## src/vphp_pkg.sv

```systemverilog
package vphp_pkg;
  // Clock and port timing
  localparam int unsigned CLK_PERIOD_PS = 10000;
  localparam int unsigned READ_HOLD_PS = 8500;
  localparam int unsigned READ_HOLD_CYC =
    (READ_HOLD_PS + CLK_PERIOD_PS - 1) / CLK_PERIOD_PS;
  localparam int unsigned DATA_LEAD_PS = 22000;
  localparam int unsigned DATA_LEAD_CYC =
    (DATA_LEAD_PS + CLK_PERIOD_PS - 1) / CLK_PERIOD_PS;
  localparam logic [1:0] HOLD_LAST = 2'(READ_HOLD_CYC - 1);
  localparam logic [1:0] LEAD_LAST = 2'(DATA_LEAD_CYC - 1);

  // Widths and rate buffer geometry
  localparam int unsigned ADDR_W = 3;
  localparam int unsigned DATA_W = 8;
  localparam int unsigned NIB_W = 4;
  localparam int unsigned PTR_W = 6;
  localparam int unsigned BUF_NIBBLES = 36;
  localparam int unsigned FIFO_DEPTH = 4;
  localparam logic [5:0] LAST_LOC = 6'h23;
  localparam logic [5:0] PTR_RST = 6'h00;
  localparam logic [7:0] DATA_RST = 8'h00;

  // Port address map
  localparam logic [2:0] ADDR_RX_DATA = 3'h0;
  localparam logic [2:0] ADDR_TX_DATA = 3'h1;
  localparam logic [2:0] ADDR_STATUS = 3'h2;
  localparam logic [2:0] ADDR_RX_PTR = 3'h3;

  // Status byte fields
  localparam int unsigned STAT_FULL_BIT = 0;
  localparam int unsigned STAT_EMPTY_BIT = 1;
  localparam int unsigned STAT_WRPTR_LSB = 2;

  typedef enum logic [2:0] {
    S_IDLE, S_RD_LEAD, S_RD_ACT, S_HOLD, S_WR_WAIT, S_WR_ACT
  } vphp_state_t;
endpackage : vphp_pkg

```

## src/vphp_fifo_if.sv

```systemverilog
`timescale 1ns/1ps
interface vphp_fifo_if #(parameter int unsigned WIDTH = 4);
  logic inValid;
  logic inReady;
  logic [WIDTH-1:0] inData;
  logic outValid;
  logic outReady;
  logic [WIDTH-1:0] outData;
  modport fifo (input inValid, input inData, input outReady,
    output inReady, output outValid, output outData);
  modport user (output inValid, output inData, output outReady,
    input inReady, input outValid, input outData);
endinterface : vphp_fifo_if

```

## src/vphp_fifo.sv

```systemverilog
`timescale 1ns/1ps
module vphp_fifo #(
  parameter int unsigned WIDTH = 4,
  parameter int unsigned DEPTH = 4
) (
  input wire logic clk,
  input wire logic srst,
  vphp_fifo_if.fifo bus
);
  localparam int unsigned AW = $clog2(DEPTH);
  logic [WIDTH-1:0] mem [DEPTH];
  logic [AW-1:0] wrPtr_q;
  logic [AW-1:0] rdPtr_q;
  logic [AW:0] count_q;
  logic push;
  logic pop;

  // Handshakes on both sides
  assign bus.inReady = (count_q != (AW+1)'(DEPTH));
  assign bus.outValid = (count_q != '0);
  assign bus.outData = mem[rdPtr_q];
  assign push = bus.inValid && bus.inReady;
  assign pop = bus.outValid && bus.outReady;

  // Storage
  always_ff @(posedge clk) begin
    if (push) begin
      mem[wrPtr_q] <= bus.inData;
    end
  end

  // Pointers and fill level
  always_ff @(posedge clk) begin
    if (srst) begin
      wrPtr_q <= '0;
      rdPtr_q <= '0;
      count_q <= '0;
    end else begin
      if (push) begin
        wrPtr_q <= (wrPtr_q == AW'(DEPTH - 1)) ? '0 : wrPtr_q + 1'b1;
      end
      if (pop) begin
        rdPtr_q <= (rdPtr_q == AW'(DEPTH - 1)) ? '0 : rdPtr_q + 1'b1;
      end
      count_q <= count_q + (AW+1)'(push) - (AW+1)'(pop);
    end
  end
endmodule : vphp_fifo

```

## src/vphp_top.sv

```systemverilog
`timescale 1ns/1ps
// What this block does
// - Slave port: address, strobe, direction, data, ready
// - Read sends to processor, write receives
// - Ready held high while more time needed
// - Write data captured at strobe rise
// - Drive after strobe falls, hold, release
// - Read data valid before ready asserts
// - Clock output derived from master clock
// - Receive reads return nibbles in order
// - Transmit writes fill successive buffer locations
// - 36-nibble buffers wrap circularly
module vphp_top (
  input wire logic clk,
  input wire logic srst,
  input wire logic [2:0] voicePortAddr,
  input wire logic [7:0] voicePortDataIn,
  output logic [7:0] voicePortDataOut,
  output logic voicePortDataOe,
  input wire logic voicePortStrobeN,
  input wire logic voicePortReadNotWrite,
  output logic voicePortReadyN,
  output logic processorClockOut,
  input wire logic rxNibbleValid,
  input wire logic [3:0] rxNibble,
  input wire logic txFetch,
  input wire logic [5:0] txReadAddr,
  output logic [3:0] txReadData
);
  vphp_pkg::vphp_state_t state_q;
  logic strobeLow_q;
  logic [7:0] dataIn_q;
  logic [2:0] addr_q;
  logic rnw_q;
  logic [1:0] cnt_q;
  logic [5:0] rxWrPtr_q;
  logic [5:0] rxRdPtr_q;
  logic [5:0] txWrPtr_q;
  logic [3:0] rxMem [vphp_pkg::BUF_NIBBLES];
  logic [3:0] txMem [vphp_pkg::BUF_NIBBLES];
  logic strobeFall;
  logic strobeRise;
  logic rxAdvance;
  logic [7:0] readMux;
  logic [7:0] statusByte;

  vphp_fifo_if #(.WIDTH(vphp_pkg::NIB_W)) fifoBus ();

  vphp_fifo #(.WIDTH(vphp_pkg::NIB_W), .DEPTH(vphp_pkg::FIFO_DEPTH)) txFifo (
    .clk(clk),
    .srst(srst),
    .bus(fifoBus)
  );

  function automatic logic [5:0] nextLoc(input logic [5:0] p);
    nextLoc = (p == vphp_pkg::LAST_LOC) ? vphp_pkg::PTR_RST : p + 6'h01;
  endfunction : nextLoc

  // Strobe edges and write data sampling
  assign strobeFall = !voicePortStrobeN && !strobeLow_q;
  assign strobeRise = voicePortStrobeN && strobeLow_q;
  always_ff @(posedge clk) begin
    if (srst) begin
      strobeLow_q <= 1'b0;
      dataIn_q <= vphp_pkg::DATA_RST;
    end else begin
      strobeLow_q <= !voicePortStrobeN;
      dataIn_q <= voicePortDataIn;
    end
  end

  // Status byte and read source selection
  always_comb begin
    statusByte = '0;
    statusByte[vphp_pkg::STAT_FULL_BIT] = !fifoBus.inReady;
    statusByte[vphp_pkg::STAT_EMPTY_BIT] = !fifoBus.outValid;
    statusByte[vphp_pkg::STAT_WRPTR_LSB +: 6] = rxWrPtr_q;
    unique case (voicePortAddr)
      vphp_pkg::ADDR_RX_DATA: readMux = {4'h0, rxMem[rxRdPtr_q]};
      vphp_pkg::ADDR_STATUS: readMux = statusByte;
      vphp_pkg::ADDR_RX_PTR: readMux = {2'h0, rxRdPtr_q};
      default: readMux = '0;
    endcase
  end

  // Access sequencer: ready, bus enable and wait states
  always_ff @(posedge clk) begin
    if (srst) begin
      state_q <= vphp_pkg::S_IDLE;
      voicePortReadyN <= 1'b1;
      voicePortDataOe <= 1'b0;
      cnt_q <= '0;
      addr_q <= '0;
      rnw_q <= 1'b0;
    end else begin
      unique case (state_q)
        vphp_pkg::S_IDLE: begin
          if (strobeFall) begin
            addr_q <= voicePortAddr;
            rnw_q <= voicePortReadNotWrite;
            cnt_q <= '0;
            if (voicePortReadNotWrite) begin
              voicePortDataOe <= 1'b1;
              state_q <= vphp_pkg::S_RD_LEAD;
            end else if (fifoBus.inReady) begin
              voicePortReadyN <= 1'b0;
              state_q <= vphp_pkg::S_WR_ACT;
            end else begin
              state_q <= vphp_pkg::S_WR_WAIT;
            end
          end
        end
        vphp_pkg::S_RD_LEAD: begin
          cnt_q <= cnt_q + 2'h1;
          if (cnt_q == vphp_pkg::LEAD_LAST) begin
            voicePortReadyN <= 1'b0;
            state_q <= vphp_pkg::S_RD_ACT;
          end
        end
        vphp_pkg::S_RD_ACT: begin
          if (voicePortStrobeN) begin
            voicePortReadyN <= 1'b1;
            cnt_q <= '0;
            state_q <= vphp_pkg::S_HOLD;
          end
        end
        vphp_pkg::S_HOLD: begin
          cnt_q <= cnt_q + 2'h1;
          if (cnt_q == vphp_pkg::HOLD_LAST) begin
            voicePortDataOe <= 1'b0;
            rnw_q <= 1'b0;
            state_q <= vphp_pkg::S_IDLE;
          end
        end
        vphp_pkg::S_WR_WAIT: begin
          if (fifoBus.inReady) begin
            voicePortReadyN <= 1'b0;
            state_q <= vphp_pkg::S_WR_ACT;
          end
        end
        vphp_pkg::S_WR_ACT: begin
          if (voicePortStrobeN) begin
            voicePortReadyN <= 1'b1;
            state_q <= vphp_pkg::S_IDLE;
          end
        end
      endcase
    end
  end

  // Read data latched at strobe fall, stable to release
  always_ff @(posedge clk) begin
    if (srst) begin
      voicePortDataOut <= vphp_pkg::DATA_RST;
    end else if (state_q == vphp_pkg::S_IDLE && strobeFall) begin
      voicePortDataOut <= readMux;
    end
  end

  // Write nibble pushed at strobe rise
  assign fifoBus.inValid = (state_q == vphp_pkg::S_WR_ACT) &&
    voicePortStrobeN && (addr_q == vphp_pkg::ADDR_TX_DATA);
  assign fifoBus.inData = dataIn_q[3:0];
  assign fifoBus.outReady = !txFetch;

  // Receive buffer: demodulator fills, port drains in order
  assign rxAdvance = (state_q == vphp_pkg::S_RD_ACT) && voicePortStrobeN &&
    (addr_q == vphp_pkg::ADDR_RX_DATA);
  always_ff @(posedge clk) begin
    if (rxNibbleValid) begin
      rxMem[rxWrPtr_q] <= rxNibble;
    end
  end
  always_ff @(posedge clk) begin
    if (srst) begin
      rxWrPtr_q <= vphp_pkg::PTR_RST;
      rxRdPtr_q <= vphp_pkg::PTR_RST;
    end else begin
      if (rxNibbleValid) begin
        rxWrPtr_q <= nextLoc(rxWrPtr_q);
      end
      if (rxAdvance) begin
        rxRdPtr_q <= nextLoc(rxRdPtr_q);
      end
    end
  end

  // Transmit buffer: fifo drains to successive locations
  always_ff @(posedge clk) begin
    if (fifoBus.outValid && fifoBus.outReady) begin
      txMem[txWrPtr_q] <= fifoBus.outData;
    end
  end
  always_ff @(posedge clk) begin
    if (srst) begin
      txWrPtr_q <= vphp_pkg::PTR_RST;
    end else if (fifoBus.outValid && fifoBus.outReady) begin
      txWrPtr_q <= nextLoc(txWrPtr_q);
    end
  end

  // Modulator read port
  always_ff @(posedge clk) begin
    if (srst) begin
      txReadData <= 4'h0;
    end else if (txReadAddr <= vphp_pkg::LAST_LOC) begin
      txReadData <= txMem[txReadAddr];
    end else begin
      txReadData <= 4'h0;
    end
  end

  // Processor clock at half the master rate
  always_ff @(posedge clk) begin
    if (srst) begin
      processorClockOut <= 1'b0;
    end else begin
      processorClockOut <= !processorClockOut;
    end
  end
endmodule : vphp_top

```

## config.mk

```make
export PLATFORM = sky130hd
export DESIGN_NAME = vphp_top
export DESIGN_NICKNAME = d
export VERILOG_FILES = /design/src/vphp_pkg.sv /design/src/vphp_fifo_if.sv /design/src/vphp_fifo.sv /design/src/vphp_top.sv
export SDC_FILE = /design/constraint.sdc
export NUM_CORES = 1
export LEC_CHECK = 0
export BUFFER_PORTS_ARGS = -buffer_cell sky130_fd_sc_hd__buf_2
export CORE_MARGIN = 1.5
export CORE_UTILIZATION = 35
export CTS_CLUSTER_SIZE = 28
export DETAILED_ROUTE_END_ITERATION = 6
export PLACE_DENSITY = 0.57
export SYNTH_ARGS = -nofsm -noshare
export SYNTH_HDL_FRONTEND = slang
export SYNTH_SLANG_ARGS = --single-unit
```

## constraint.sdc

```tcl
create_clock -name clk -period 7.3 [get_ports clk]
set_input_delay 1.095 -clock clk [delete_from_list [all_inputs] [get_ports clk]]
set_output_delay 1.095 -clock clk [all_outputs]
set_load 0.1 [all_outputs]
```

==> results.rst <==
.. list-table::
   :header-rows: 1

   * - Metric
     - Value
   * - Register share of total power
     - between 50% and 60%
   * - Worst reg2reg path startpoint
     - txFifo.count_q[1]$_SDFF_PP0_
   * - Root Buffer Master
     - clkbuf_16
   * - Horizontal extent of the die
     - approximately 210 µm
   * - Total setup buffers inserted after CTS
     - 0
   * - Count of cells resized by post-cts repair
     - 0
   * - Clk sinks
     - around 370
   * - Result of the run
     - finished, violations left
   * - Critical path endpoint category
     - flip-flop
   * - Yosys warnings
     - 0
   * - GRT Total Usage
     - between 10% and 20%
   * - Drt drc
     - 3
   * - PwrDens
     - roughly 290 mW/mm²
   * - Cell Int Power
     - between 3 and 4 mW
   * - Cells after Synth
     - a little under 900
   * - CP bufs+invs
     - 1
   * - Arrival time of the worst setup path
     - around 3.5 ns
   * - Top-level I/O count
     - 42
   * - Most frequent cell after synthesis
     - edfxtp_1
   * - Synthesized cell area
     - between 0.01 and 0.015 mm²
   * - Ordered cell list for the critical path
     - nor3_1 > nor2_1 > ha_1 > inv_1 > ha_1 > fa_1 > xnor2_1 > xnor2_1 > nor2_1
   * - Number of nets in the finished design
     - 958
   * - Synthesized area divided by synthesized cell count
     - ~17 µm²
   * - Average routed wire per standard cell
     - between 15 and 20 µm
   * - Number of placement rows
     - 74
   * - Count of TritonRoute iterations in the first routing pass
     - 7
   * - Area of the die
     - ~0.043 mm²
   * - Hold Crit Depth
     - 1
   * - DIE HEIGHT
     - 207.5 µm
   * - Type of the setup path with the least slack
     - flip-flop to flip-flop
   * - Worst path setup slack after routing
     - about 4.2 ns
   * - Yosys top cell area share
     - between 60 and 70%
   * - Total vias in the final route
     - between 7,000 and 8,000
   * - Most used DFF post-synth
     - edfxtp_1
   * - Hold Path Class
     - flip-flop to flip-flop
   * - RSZ-0062 raised after global routing
     - no
   * - Seq/Total Area, Yosys
     - between 70% and 80%
   * - Gate family responsible for the most delay along the worst path
     - simple AND/OR/NAND/NOR gates
   * - Sum of negative setup slack
     - 0 ns
   * - Total routed wirelength
     - 28.53 mm
   * - Post-synth top cells
     - edfxtp_1 (304), nor2_1 (113), mux4_2 (79)
   * - Effective utilization at floorplan
     - 35.69%
   * - LEAKAGE
     - 5.219 nW
   * - Half-perimeter wire length after detailed placement
     - between 15 and 20 mm
   * - H-Tree Level Count
     - 2
   * - Tightest Pin Transition
     - between 1 and 1.5 ns
   * - Worst slew slack as a fraction of its limit
     - between 30% and 40%
   * - Path depth of the worst reg2reg path
     - 9
   * - Maximum root-to-sink buffer count
     - 3
   * - Max Cap Violations
     - 0
   * - Clock share of power
     - about two fifths
   * - Total cell area at the placement stage
     - about 0.015 mm²
   * - Largest net degree at the start of global routing
     - 44
   * - TritonCTS clock tree
     - yes
   * - Initial antenna violation count
     - 0
   * - Comb power frac
     - 10.3%
   * - Final setup fails
     - 0
   * - Violations in the final reports
     - DRC
   * - Yosys top cell by area
     - edfxtp_1
   * - Critical Path Slowest Stage Cell
     - nor3_1
   * - Register clock-pin slew on the reported worst setup and hold paths
     - 0.06 ns
   * - Synth-to-layout area growth
     - 12.73%
   * - Via count of the first global-routing pass
     - 7,589
   * - Maximum single-stage delay on the critical path
     - 0.79 ns
   * - Pins over their slew limit
     - 0
   * - Net Sw Power
     - 1.170 mW
   * - Hold path endpoint
     - processorClockOut$_SDFF_PP0_
   * - Required time at the endpoint of the critical path
     - 7.70 ns
   * - Total clock buffers created by CTS
     - 38
   * - Hold buffers post-CTS
     - 0
   * - Crit path launch type
     - flip-flop
   * - FF-to-FF setup slack
     - roughly 4.2 ns
   * - Tot Pwr
     - ~4.8 mW
   * - Number of register bits inferred by synthesis
     - 365
   * - Count of nets left with antenna violations after detail routing
     - 0
   * - Antenna Cells
     - 0
   * - Min Tclk post-route
     - about 3 ns
   * - Core Region
     - approximately 0.04 mm²
   * - Post-synth EDFFs
     - 304
   * - Highest fanout seen on the critical path
     - 11
   * - Share of flip-flops with an asynchronous set or reset after synthesis
     - 0%
   * - Clock insertion delay at the later pin of the skew report
     - approximately 0.53 ns
   * - Count of cell types in the netlist
     - 52
   * - Critical Path Start
     - txFifo.count_q[1]$_SDFF_PP0_
   * - Highest Clock Rate
     - around 330 MHz
   * - DR iter-0 viols
     - about 500
   * - Share of final-layout standard cells stronger than drive strength 1
     - between 20% and 30%
   * - Placement Setup Slack
     - between 3 and 4 ns
   * - Switching share of power
     - around 25%
   * - Total grt overflow
     - 0
   * - Post-Route Skew
     - approximately 0.012 ns
   * - Reg2Reg Capture Point
     - txFifo.count_q[2]$_SDFF_PP0_
   * - Worst vdd ir
     - around 0.19 mV
   * - Net count of the mapped netlist
     - between 900 and 1,000
   * - Share of the clock period used by the worst path after layout
     - 41.99%
   * - Wire length of the first global-routing pass
     - around 44 mm
   * - Routability congestion estimate from global placement
     - ~0.76
   * - Via density per instance
     - between 5 and 6
   * - Final Hold Vio Count
     - 0
   * - Min-delay src
     - processorClockOut$_SDFF_PP0_
   * - Input/output buffers
     - 37
   * - Summed area of non-filler cells in the final layout
     - between 0.015 and 0.02 mm²
   * - Synth top area cells
     - edfxtp_1 (62%), mux4_2 (12%), dfxtp_1 (8.3%), nor2_1 (2.9%), mux2i_1 (2.5%)
==> power groups by stage <==
stage               clock (mW)  combinational, mW  sequential, mW
finish                    1.84              0.490            2.43
floorplan                    0              0.334            2.49
CTS                       1.90              0.501            2.43
global route              1.97              0.546            2.44
detailed placement           0              0.500            2.47
global placement             0              0.492            2.47
==> state kept, by name (all words and copies together), names as in the netlist, 2 cells and up, named ones only <==
register	flops
addr_q	3
txMem	144
txFifo.wrPtr_q	2
rxWrPtr_q	6
dataIn_q	4
rxMem	144
txFifo.rdPtr_q	2
txReadData	4
rxRdPtr_q	6
voicePortDataOut	8
txFifo.mem	16
txFifo.count_q	3
txWrPtr_q	6
state_q	3
cnt_q	2
==> layer usage <==
layer	wire [µm]	track usage, %	share of wire (%)
met3	1193	2.602	4.2
met5	0	0	0
met2	13950	22.23	49
met4	451	3.271	1.6
met1	12940	18.14	45
==> cell families after synthesis <==
kind of cell             synth area share, %
AO/OA/AOI/OAI                          2.804
XOR/XNOR                              0.8376
adder cells (fa/ha/maj)                1.162
buffers and inverters                  1.684
flip-flops                             70.70
multiplexers                           14.77
AND/OR/NAND/NOR                        8.043
==> worst reg2reg max path: stages (launching register included) <==
cell and delay, ns:
dfxtp_1 0.34, nor3_1 0.79, nor2_1 0.41, ha_1 0.40, inv_1 0.04, ha_1 0.18, fa_1 0.40, xnor2_1 0.18
xnor2_1 0.14, nor2_1 0.05
==> per-stage QoR <==
step	hold WS (ns)	util, %	std cells
after global placement	0.3940	37.35	1410
final	0.4089	40.24	1475
after floorplan	0.4320	-	882
after CTS	0.4146	40.24	1475
after global routing	0.4221	40.24	1475
after detailed placement	0.4013	37.35	1410
==> final cells by class <==
cell class / instances / area [µm²]
tap: 532 / 665.6
inverter: 11 / 41.29
fill: 3714 / 24510
clock buffer: 44 / 994.7
sequential: 365 / 10350
clock inverter: 21 / 190.2
multi-input combinational: 461 / 4043
timing repair buffer: 41 / 215.2
==> worst max path at each step <==
stage          cells past startpoint                            to  slack (ns)
2_1_floorplan                      6  txFifo.count_q[1]$_SDFF_PP0_        4.43
3_3_place_gp                       6      txReadData[0]$_SDFF_PP0_        3.89
3_5_place_dp                       5      txReadData[0]$_SDFF_PP0_        3.90
4_1_cts                            9  txFifo.count_q[2]$_SDFF_PP0_        4.26
5_1_grt                            9  txFifo.count_q[2]$_SDFF_PP0_        4.05
6_report                           9  txFifo.count_q[2]$_SDFF_PP0_        4.23
==> placed cells by master, fill, tap and decap left out, types with 6 or more instances in the layout <==
cell type  instances
buf_2             37
xor2_1             9
nor2b_1           17
and2_1             6
inv_1             11
clkbuf_16         39
clkinv_2           6
a211oi_1           6
ha_1              12
nand3_1           22
nor2_1           113
nor3_1            15
edfxtp_1         304
nand2_1           42
mux2i_1           36
dfxtp_1           58
a21oi_1           25
mux4_2            79
o21ai_0           11
Note: power is estimated with default switching activity, not from simulation.
